$ cat src/verilog/slswc_pkg.sv
// shared constants and types for the link-b lane and sync word configuration
// assumes both ends run on one 125 mhz clock with a synchronous active-high reset

package slswc_pkg;

  // ----------------------------------------------------------------
  // widths and lane count
  // ----------------------------------------------------------------
  localparam int NUM_LANES = 8;
  localparam int SH_CMD_W = 7;

  // ----------------------------------------------------------------
  // device register offsets
  // ----------------------------------------------------------------
  localparam logic [11:0] DEV_LINK_EN = 12'h200;
  localparam logic [11:0] DEV_LINK_MODE = 12'h201;
  localparam logic [11:0] DEV_CHAN_PD = 12'h202;
  localparam logic [11:0] DEV_TEST_PAT = 12'h206;
  localparam logic [11:0] DEV_EXTRA_B = 12'h20b;
  localparam logic [11:0] DEV_SYNC_MODE = 12'h20f;

  // ----------------------------------------------------------------
  // field positions, codes and reset values
  // ----------------------------------------------------------------
  localparam int EXTRA_SER_BIT = 0;
  localparam int LM_ENC_BIT = 3;
  localparam int PD_CHB_BIT = 1;
  localparam int ST_REFUSED_BIT = 0;
  localparam int ST_BUSY_BIT = 1;
  localparam logic [1:0] SYNC_CRC12 = 2'h0;
  localparam logic [1:0] SYNC_FEC = 2'h2;
  localparam logic [3:0] TP_NONE = 4'h0;
  localparam logic [3:0] TP_RAMP = 4'h4;
  localparam logic [3:0] TP_RAMP_ALIAS = 4'h5;
  localparam logic [7:0] RST_BYTE = 8'h00;

  // ----------------------------------------------------------------
  // controller register offsets
  // ----------------------------------------------------------------
  localparam logic [3:0] H_EXTRA = 4'h0;
  localparam logic [3:0] H_SYNC = 4'h1;
  localparam logic [3:0] H_LINK_EN = 4'h2;
  localparam logic [3:0] H_LINK_MODE = 4'h3;
  localparam logic [3:0] H_TEST_PAT = 4'h4;
  localparam logic [3:0] H_CHAN_PD = 4'h5;
  localparam logic [3:0] H_STATUS = 4'h6;
  localparam logic [3:0] H_READBACK = 4'h7;

  // controller read sequencer states
  typedef enum logic [1:0] {
    H_IDLE = 2'b00,
    H_RD_ISSUE = 2'b01,
    H_RD_CAPT = 2'b10
  } slswc_hfsm_t;

  // lanes needed by a link mode: lanes 0 to cnt_m1
  function automatic logic [7:0] slswc_req_mask(input logic [2:0] cnt_m1);
    slswc_req_mask = 8'hff >> (3'd7 - cnt_m1);
  endfunction

endpackage
$ cat src/verilog/slswc_link_if.sv
// register access carrier between the controller and the device
// assumes the controller drives every request signal right after a clock edge
`timescale 1ns/10ps

interface slswc_link_if;
  logic [11:0] addr;
  logic [7:0] wdata;
  logic wr;
  logic rd;
  logic [7:0] rdata;

  modport dev (
    input addr,
    input wdata,
    input wr,
    input rd,
    output rdata
  );

  modport host (
    output addr,
    output wdata,
    output wr,
    output rd,
    input rdata
  );
endinterface

$ cat src/verilog/slswc_host.sv
// controller end: software orders land in shadow registers and are forwarded to the device
// assumes the software port follows single-cycle strobes, read data one cycle later
`timescale 1ns/10ps

module slswc_host (
  input wire logic mclk_i,
  input wire logic rst_i,
  input wire logic [3:0] sw_addr_i,
  input wire logic [7:0] sw_wdata_i,
  input wire logic sw_wr_i,
  input wire logic sw_rd_i,
  output logic [7:0] sw_rdata_o,
  slswc_link_if.host link
);

  // ----------------------------------------------------------------
  // state
  // ----------------------------------------------------------------
  typedef struct packed {
    slswc_pkg::slswc_hfsm_t fsm;
    logic [7:0] extra;
    logic [1:0] sync;
    logic link_en;
    logic [3:0] mode;
    logic [3:0] pat;
    logic [1:0] pd;
    logic refused;
    logic [7:0] readback;
    logic [11:0] dev_addr;
    logic [7:0] dev_wdata;
    logic dev_wr;
    logic dev_rd;
    logic [7:0] sw_rdata;
  } slswc_hst_st_t;

  slswc_hst_st_t state_ff;
  slswc_hst_st_t nxt_state;
  logic [7:0] lanes;
  logic contig;

  // lanes in use after the write, must run from lane 0 without holes
  assign lanes = {sw_wdata_i[7:1], 1'b1} | slswc_pkg::slswc_req_mask(state_ff.mode[2:0]);
  assign contig = ((lanes & 8'(lanes + 8'h01)) == 8'h00);

  // device address for a readback index
  function automatic logic [11:0] slswc_idx_addr(input logic [2:0] idx);
    case (idx)
      3'h0: slswc_idx_addr = slswc_pkg::DEV_EXTRA_B;
      3'h1: slswc_idx_addr = slswc_pkg::DEV_SYNC_MODE;
      3'h2: slswc_idx_addr = slswc_pkg::DEV_LINK_EN;
      3'h3: slswc_idx_addr = slswc_pkg::DEV_LINK_MODE;
      3'h4: slswc_idx_addr = slswc_pkg::DEV_TEST_PAT;
      default: slswc_idx_addr = slswc_pkg::DEV_CHAN_PD;
    endcase
  endfunction

  // ----------------------------------------------------------------
  // next state
  // ----------------------------------------------------------------
  // software decode, refusal checks, device write and read sequencing
  always_comb begin
    nxt_state = state_ff;
    nxt_state.dev_wr = 1'b0;
    nxt_state.dev_rd = 1'b0;
    nxt_state.sw_rdata = slswc_pkg::RST_BYTE;
    if (sw_rd_i) begin
      case (sw_addr_i)
        slswc_pkg::H_EXTRA: nxt_state.sw_rdata = state_ff.extra;
        slswc_pkg::H_SYNC: nxt_state.sw_rdata = {6'h00, state_ff.sync};
        slswc_pkg::H_LINK_EN: nxt_state.sw_rdata = {7'h00, state_ff.link_en};
        slswc_pkg::H_LINK_MODE: nxt_state.sw_rdata = {4'h0, state_ff.mode};
        slswc_pkg::H_TEST_PAT: nxt_state.sw_rdata = {4'h0, state_ff.pat};
        slswc_pkg::H_CHAN_PD: nxt_state.sw_rdata = {6'h00, state_ff.pd};
        slswc_pkg::H_STATUS: nxt_state.sw_rdata = {6'h00, (state_ff.fsm != slswc_pkg::H_IDLE),
                                                   state_ff.refused};
        slswc_pkg::H_READBACK: nxt_state.sw_rdata = state_ff.readback;
        default: nxt_state.sw_rdata = slswc_pkg::RST_BYTE;
      endcase
    end
    // status clear goes first so a refusal in the same cycle still sets
    if (sw_wr_i && sw_addr_i == slswc_pkg::H_STATUS && sw_wdata_i[slswc_pkg::ST_REFUSED_BIT]) begin
      nxt_state.refused = 1'b0;
    end
    if (sw_wr_i) begin
      nxt_state.dev_wdata = sw_wdata_i;
      case (sw_addr_i)
        slswc_pkg::H_EXTRA: begin
          // link must be off, channel b up and, with the serializer bit set, lanes contiguous
          if (state_ff.link_en || state_ff.pd[slswc_pkg::PD_CHB_BIT] ||
              (sw_wdata_i[slswc_pkg::EXTRA_SER_BIT] && !contig)) begin
            nxt_state.refused = 1'b1;
          end else begin
            nxt_state.extra = sw_wdata_i;
            nxt_state.dev_addr = slswc_pkg::DEV_EXTRA_B;
            nxt_state.dev_wr = 1'b1;
          end
        end
        slswc_pkg::H_SYNC: begin
          if (state_ff.link_en) begin
            nxt_state.refused = 1'b1;
          end else begin
            nxt_state.sync = sw_wdata_i[1:0];
            nxt_state.dev_addr = slswc_pkg::DEV_SYNC_MODE;
            nxt_state.dev_wr = 1'b1;
          end
        end
        slswc_pkg::H_LINK_EN: begin
          nxt_state.link_en = sw_wdata_i[0];
          nxt_state.dev_addr = slswc_pkg::DEV_LINK_EN;
          nxt_state.dev_wr = 1'b1;
        end
        slswc_pkg::H_LINK_MODE: begin
          nxt_state.mode = sw_wdata_i[3:0];
          nxt_state.dev_addr = slswc_pkg::DEV_LINK_MODE;
          nxt_state.dev_wr = 1'b1;
        end
        slswc_pkg::H_TEST_PAT: begin
          nxt_state.pat = sw_wdata_i[3:0];
          nxt_state.dev_addr = slswc_pkg::DEV_TEST_PAT;
          nxt_state.dev_wr = 1'b1;
        end
        slswc_pkg::H_CHAN_PD: begin
          if (state_ff.link_en) begin
            nxt_state.refused = 1'b1;
          end else begin
            nxt_state.pd = sw_wdata_i[1:0];
            nxt_state.dev_addr = slswc_pkg::DEV_CHAN_PD;
            nxt_state.dev_wr = 1'b1;
          end
        end
        slswc_pkg::H_READBACK: begin
          if (state_ff.fsm == slswc_pkg::H_IDLE) begin
            nxt_state.dev_addr = slswc_idx_addr(sw_wdata_i[2:0]);
            nxt_state.dev_rd = 1'b1;
            nxt_state.fsm = slswc_pkg::H_RD_ISSUE;
          end
        end
        default: begin
          nxt_state.dev_wr = 1'b0;
        end
      endcase
    end
    // read sequencer: strobe, then capture the byte one cycle later
    case (state_ff.fsm)
      slswc_pkg::H_IDLE: begin
      end
      slswc_pkg::H_RD_ISSUE: begin
        nxt_state.fsm = slswc_pkg::H_RD_CAPT;
      end
      slswc_pkg::H_RD_CAPT: begin
        nxt_state.readback = link.rdata;
        nxt_state.fsm = slswc_pkg::H_IDLE;
      end
      default: begin
        nxt_state.fsm = slswc_pkg::H_IDLE;
      end
    endcase
  end

  // ----------------------------------------------------------------
  // registers
  // ----------------------------------------------------------------
  // synchronous reset, all shadows zero
  always_ff @(posedge mclk_i) begin
    if (rst_i) begin
      state_ff <= '0;
    end else begin
      state_ff <= nxt_state;
    end
  end

  // outputs straight from the state register
  assign sw_rdata_o = state_ff.sw_rdata;
  assign link.addr = state_ff.dev_addr;
  assign link.wdata = state_ff.dev_wdata;
  assign link.wr = state_ff.dev_wr;
  assign link.rd = state_ff.dev_rd;

endmodule

$ cat src/flat_wrapper.sv
// flat-port wrapper written by rule: the top's interface ports become plain ports
module slswc_host_flat 
  (mclk_i, rst_i, sw_addr_i, sw_wdata_i, sw_wr_i, sw_rd_i, sw_rdata_o, link_addr, link_wdata, link_wr, link_rd, link_rdata);
  slswc_link_if link_i ();
  input wire logic mclk_i;
  input wire logic rst_i;
  input wire logic [3:0] sw_addr_i;
  input wire logic [7:0] sw_wdata_i;
  input wire logic sw_wr_i;
  input wire logic sw_rd_i;
  output logic [7:0] sw_rdata_o;
  output wire logic [$bits(link_i.addr)-1:0] link_addr;
  output wire logic [$bits(link_i.wdata)-1:0] link_wdata;
  output wire logic [$bits(link_i.wr)-1:0] link_wr;
  output wire logic [$bits(link_i.rd)-1:0] link_rd;
  input wire logic [$bits(link_i.rdata)-1:0] link_rdata;
  assign link_addr = link_i.addr;
  assign link_wdata = link_i.wdata;
  assign link_wr = link_i.wr;
  assign link_rd = link_i.rd;
  assign link_i.rdata = link_rdata;
  slswc_host u_core (.mclk_i(mclk_i), .rst_i(rst_i), .sw_addr_i(sw_addr_i), .sw_wdata_i(sw_wdata_i), .sw_wr_i(sw_wr_i), .sw_rd_i(sw_rd_i), .sw_rdata_o(sw_rdata_o), .link(link_i));
endmodule
$ cat config.mk
export PLATFORM = sky130hd
export DESIGN_NAME = slswc_host_flat
export DESIGN_NICKNAME = d
export VERILOG_FILES = /design/src/verilog/slswc_pkg.sv /design/src/verilog/slswc_link_if.sv /design/src/verilog/slswc_host.sv /design/src/flat_wrapper.sv
export SDC_FILE = /design/constraint.sdc
export NUM_CORES = 1
export LEC_CHECK = 0
export ABC_AREA = 1
export BUFFER_PORTS_ARGS = -buffer_cell sky130_fd_sc_hd__buf_2
export CAP_MARGIN = 20
export CORE_MARGIN = 2
export CORE_UTILIZATION = 30
export CTS_BUF_LIST = sky130_fd_sc_hd__clkbuf_4
export DETAILED_ROUTE_END_ITERATION = 7
export PLACE_DENSITY_LB_ADDON = 0.12
export SLEW_MARGIN = 15
export SYNTH_ARGS = -nofsm -noshare
export SYNTH_HDL_FRONTEND = slang
export SYNTH_SLANG_ARGS = --single-unit
export TNS_END_PERCENT = 30
$ cat constraint.sdc
create_clock -name mclk_i -period 2.3 [get_ports mclk_i]
set_clock_uncertainty 0.1 [all_clocks]
set_input_delay 0.345 -clock mclk_i [delete_from_list [all_inputs] [get_ports mclk_i]]
set_output_delay 0.345 -clock mclk_i [all_outputs]
set_load 0.005 [all_outputs]
==> summary.txt <==
Status - finished clean
DR pass1 iterations - 4
Die area - 9540 um2
Critical path's most frequent cell - nand2_1
Syn-to-layout area delta - 8.75%
Vias in the first global route - 2225
Achievable Freq - 0.619 GHz
Final GP Congestion - 0.848
DRT Wirelength - 6730 um
Share of power burned in registers - 61.0%
# H-tree levels - 2
First-pass GRT wire length - 11300 um
Syn Area/Cell - 7.25 um2
Clk sink count - 55
Hold Buf Count CTS - 0
Initial DRC count - 188
TritonCTS Buffers - 5
GRT Util Overall - 14.8%
Sw Ratio - 28.0%
Pin count of the biggest net entering global routing - 24
Maxcap violations - 0
Routed wl met2 - 2950 um
Worst slew pin tran - 0.496 ns
Wire per inst - 13.5 um
LEAKAGE - 1.23 nW
Area of the mapped netlist - 2630 um2
Io pins - 54
DP Cell Count - 491
Antenna Cells - 0
ANT nets after route - 0
Core Util, Final - 33.3%
DR vias - 2290
Row count - 34
Hold Violations, Final - 0
Metal1 wirelength - 3340 um
Grt ovf - 0
Syn. warnings - 0
Setup-failing EPs final - 0
CORE AREA - 8590 um2
Post-Syn Instances - 363
Share of post-route cells with drive strength above 1 - 18.7%
Pwr per Cell Area - 567 nW/um2
Setup Fix Bufs, Post-CTS - 0
Count of cell types in the netlist - 28
Fin cells - 499
Crit path arrival time - 1.82 ns
Clock latency on the worst-skew pair - 0.38 ns
CTS tree - built
Peak supply drop - 0.000262 V
CTS root buf - clkbuf_4
Initial antenna violation count - 0
WS Path Type - reg -> reg
Nets - 414
Synthesized flop and latch total - 55
Comb pwr share - 12.4%
Internal power - 1.17 mW
Hold crit path type - in -> reg
Initial core utilization - 30.6%
Final Cycle Share - 70.3%
Req. time, crit path - 2.50 ns
Worst slew margin - 66.7%
Drt via density - 4.59
Highest routed metal layer - met4
Total negative slack - 0 ns
Max-slew violations - 0
Seq/Total Area, Yosys - 41.8%
Critical-path top delay cell - dfxtp_1
Tmin final - 1.62 ns
CTS max path bufs - 2
Clock group share of total power - 26.6%
Crit-path max FO - 9
Post-CTS Resized - 0
Drt drc - 0
NetSw - 0.454 mW
Die Span Y - 97.7 um
Worst Setup Start Kind - flip-flop
Die X - 97.7 um
Worst path max stage delay - 0.33 ns
RSZ-0062 raised after global routing - no
Port Buffer Count - 46
Clk slew on worst S/H paths - 0.17 ns
Met3 wire len - 277 um
Worst Setup End Kind - flip-flop
Hpwl dp - 5090 um
Critical Path, Cell by Cell - inv_1 > nand3_1 > nand2_1 > nand2_1 > nand3_1 > nand2_1 > nand2_1 > nand2_2 > nand2_1 > nand2_2 > a21oi_1 > nor2_1
## state kept, by name, indices dropped and copies added, names as in the netlist
register	flops
u_core.sw_rdata_o	8
u_core.link.wr	1
u_core.link.rd	1
u_core.link.wdata	8
u_core.state_ff	32
u_core.link.addr	5
## cell families (layout without fill, tap and decap cells)
kind of cell           after synthesis  after routing  share of synthesized area, %
and+or+nand+nor                    137            137                          23.3
AOI/OAI and AO/OA                   87             87                          18.6
buffers and inverters               83            105                          16.2
DFF                                 55             55                          41.8
other                                1              7                         0.143
## final timing paths
check,slack (ns),end,from,cells after the start
setup / recovery,0.68,u_core.link.addr[0],u_core.state_ff[46],12
hold / removal,0.07,u_core.state_ff[30],link_rdata[0],3
hold reg to reg,0.36,u_core.state_ff[44],u_core.state_ff[44],2
setup reg to reg,0.68,u_core.link.addr[0],u_core.state_ff[46],12
## worst max-delay path: cells and delay by family, from the launching register on
family | cells | cell delay, ns
DFF | 1 | 0.33
buffers and inverters | 1 | 0.13
and+or+nand+nor | 10 | 0.82
AOI/OAI and AO/OA | 1 | 0.16
## cell usage in the layout, fill, tap and decap left out, types with 3 or more instances in the layout
master / n
nor3_1: 5
a21oi_1: 34
buf_4: 5
inv_1: 43
o21ai_0: 32
nor2_1: 54
nand2_1: 55
inv_2: 3
o22ai_1: 4
conb_1: 7
a221oi_1: 3
nor2_4: 3
nand3_1: 13
clkbuf_4: 5
buf_2: 46
o21bai_1: 8
dfxtp_1: 55
## layout make-up
class	instances	area (um2)
inverter	46	173
timing repair buffer	51	268
multi-input combinational	231	1130
fill	980	5730
clock buffer	5	37.5
sequential	55	1100
tap	108	135
clock inverter	3	20.0
## layer usage
| layer | global-route usage [%] | vias up |
|---|---|---|
| met1 | 20.5 | 1046 |
| li1 | - | 1183 |
| met2 | 22.7 | 50 |
| met3 | 3.38 | 11 |
| met4 | 4.91 | 0 |
| met5 | 0 | - |
## power groups by stage
stage | clock [mW] | combinational (mW) | sequential (mW)
after detailed placement | 0 | 0.203 | 1.01
after global routing | 0.492 | 0.230 | 0.994
final | 0.432 | 0.201 | 0.989
after CTS | 0.450 | 0.203 | 0.990
after global placement | 0 | 0.203 | 1.01
after floorplan | 0 | 0.150 | 1.01
## synthesized netlist by cell type
| master | n | share of area, % |
|---|---|---|
| o21a_1 | 1 | 0.29 |
| a21oi_1 | 34 | 6.5 |
| buf_6 | 1 | 0.43 |
| or2_2 | 1 | 0.24 |
| o31ai_1 | 1 | 0.29 |
| inv_1 | 43 | 6.1 |
| o21bai_1 | 8 | 2.3 |
| o211ai_1 | 2 | 0.57 |
| nor2_4 | 3 | 1.3 |
| clkbuf_1 | 7 | 1.0 |
| nand2_4 | 1 | 0.43 |
| nor4_4 | 1 | 0.81 |
| nor2_2 | 1 | 0.24 |
| inv_2 | 3 | 0.43 |
| nand3_1 | 13 | 2.5 |
| buf_4 | 28 | 8.0 |
| a221oi_1 | 3 | 1.0 |
| conb_1 | 1 | 0.14 |
| nor2_1 | 54 | 7.7 |
| nor3_1 | 5 | 0.95 |
| o21ai_0 | 32 | 6.1 |
| buf_2 | 1 | 0.19 |
| nand4_4 | 1 | 0.81 |
| dfxtp_1 | 55 | 42 |
| o22ai_1 | 4 | 0.95 |
| a21oi_2 | 2 | 0.67 |
| nand2_1 | 55 | 7.8 |
| nand2_2 | 2 | 0.48 |
## metrics by stage
stage	total power [mW]	instance area, um2	setup WS (ns)	hold WS (ns)
floorplan	1.16	2650	0.841	0.318
global placement	1.21	2800	0.498	0.346
detailed placement	1.21	2800	0.497	0.341
CTS	1.64	2860	0.692	0.0590
global route	1.72	2860	0.428	0.0637
finish	1.62	2860	0.683	0.0706
Power figures use the tool's default switching activity.
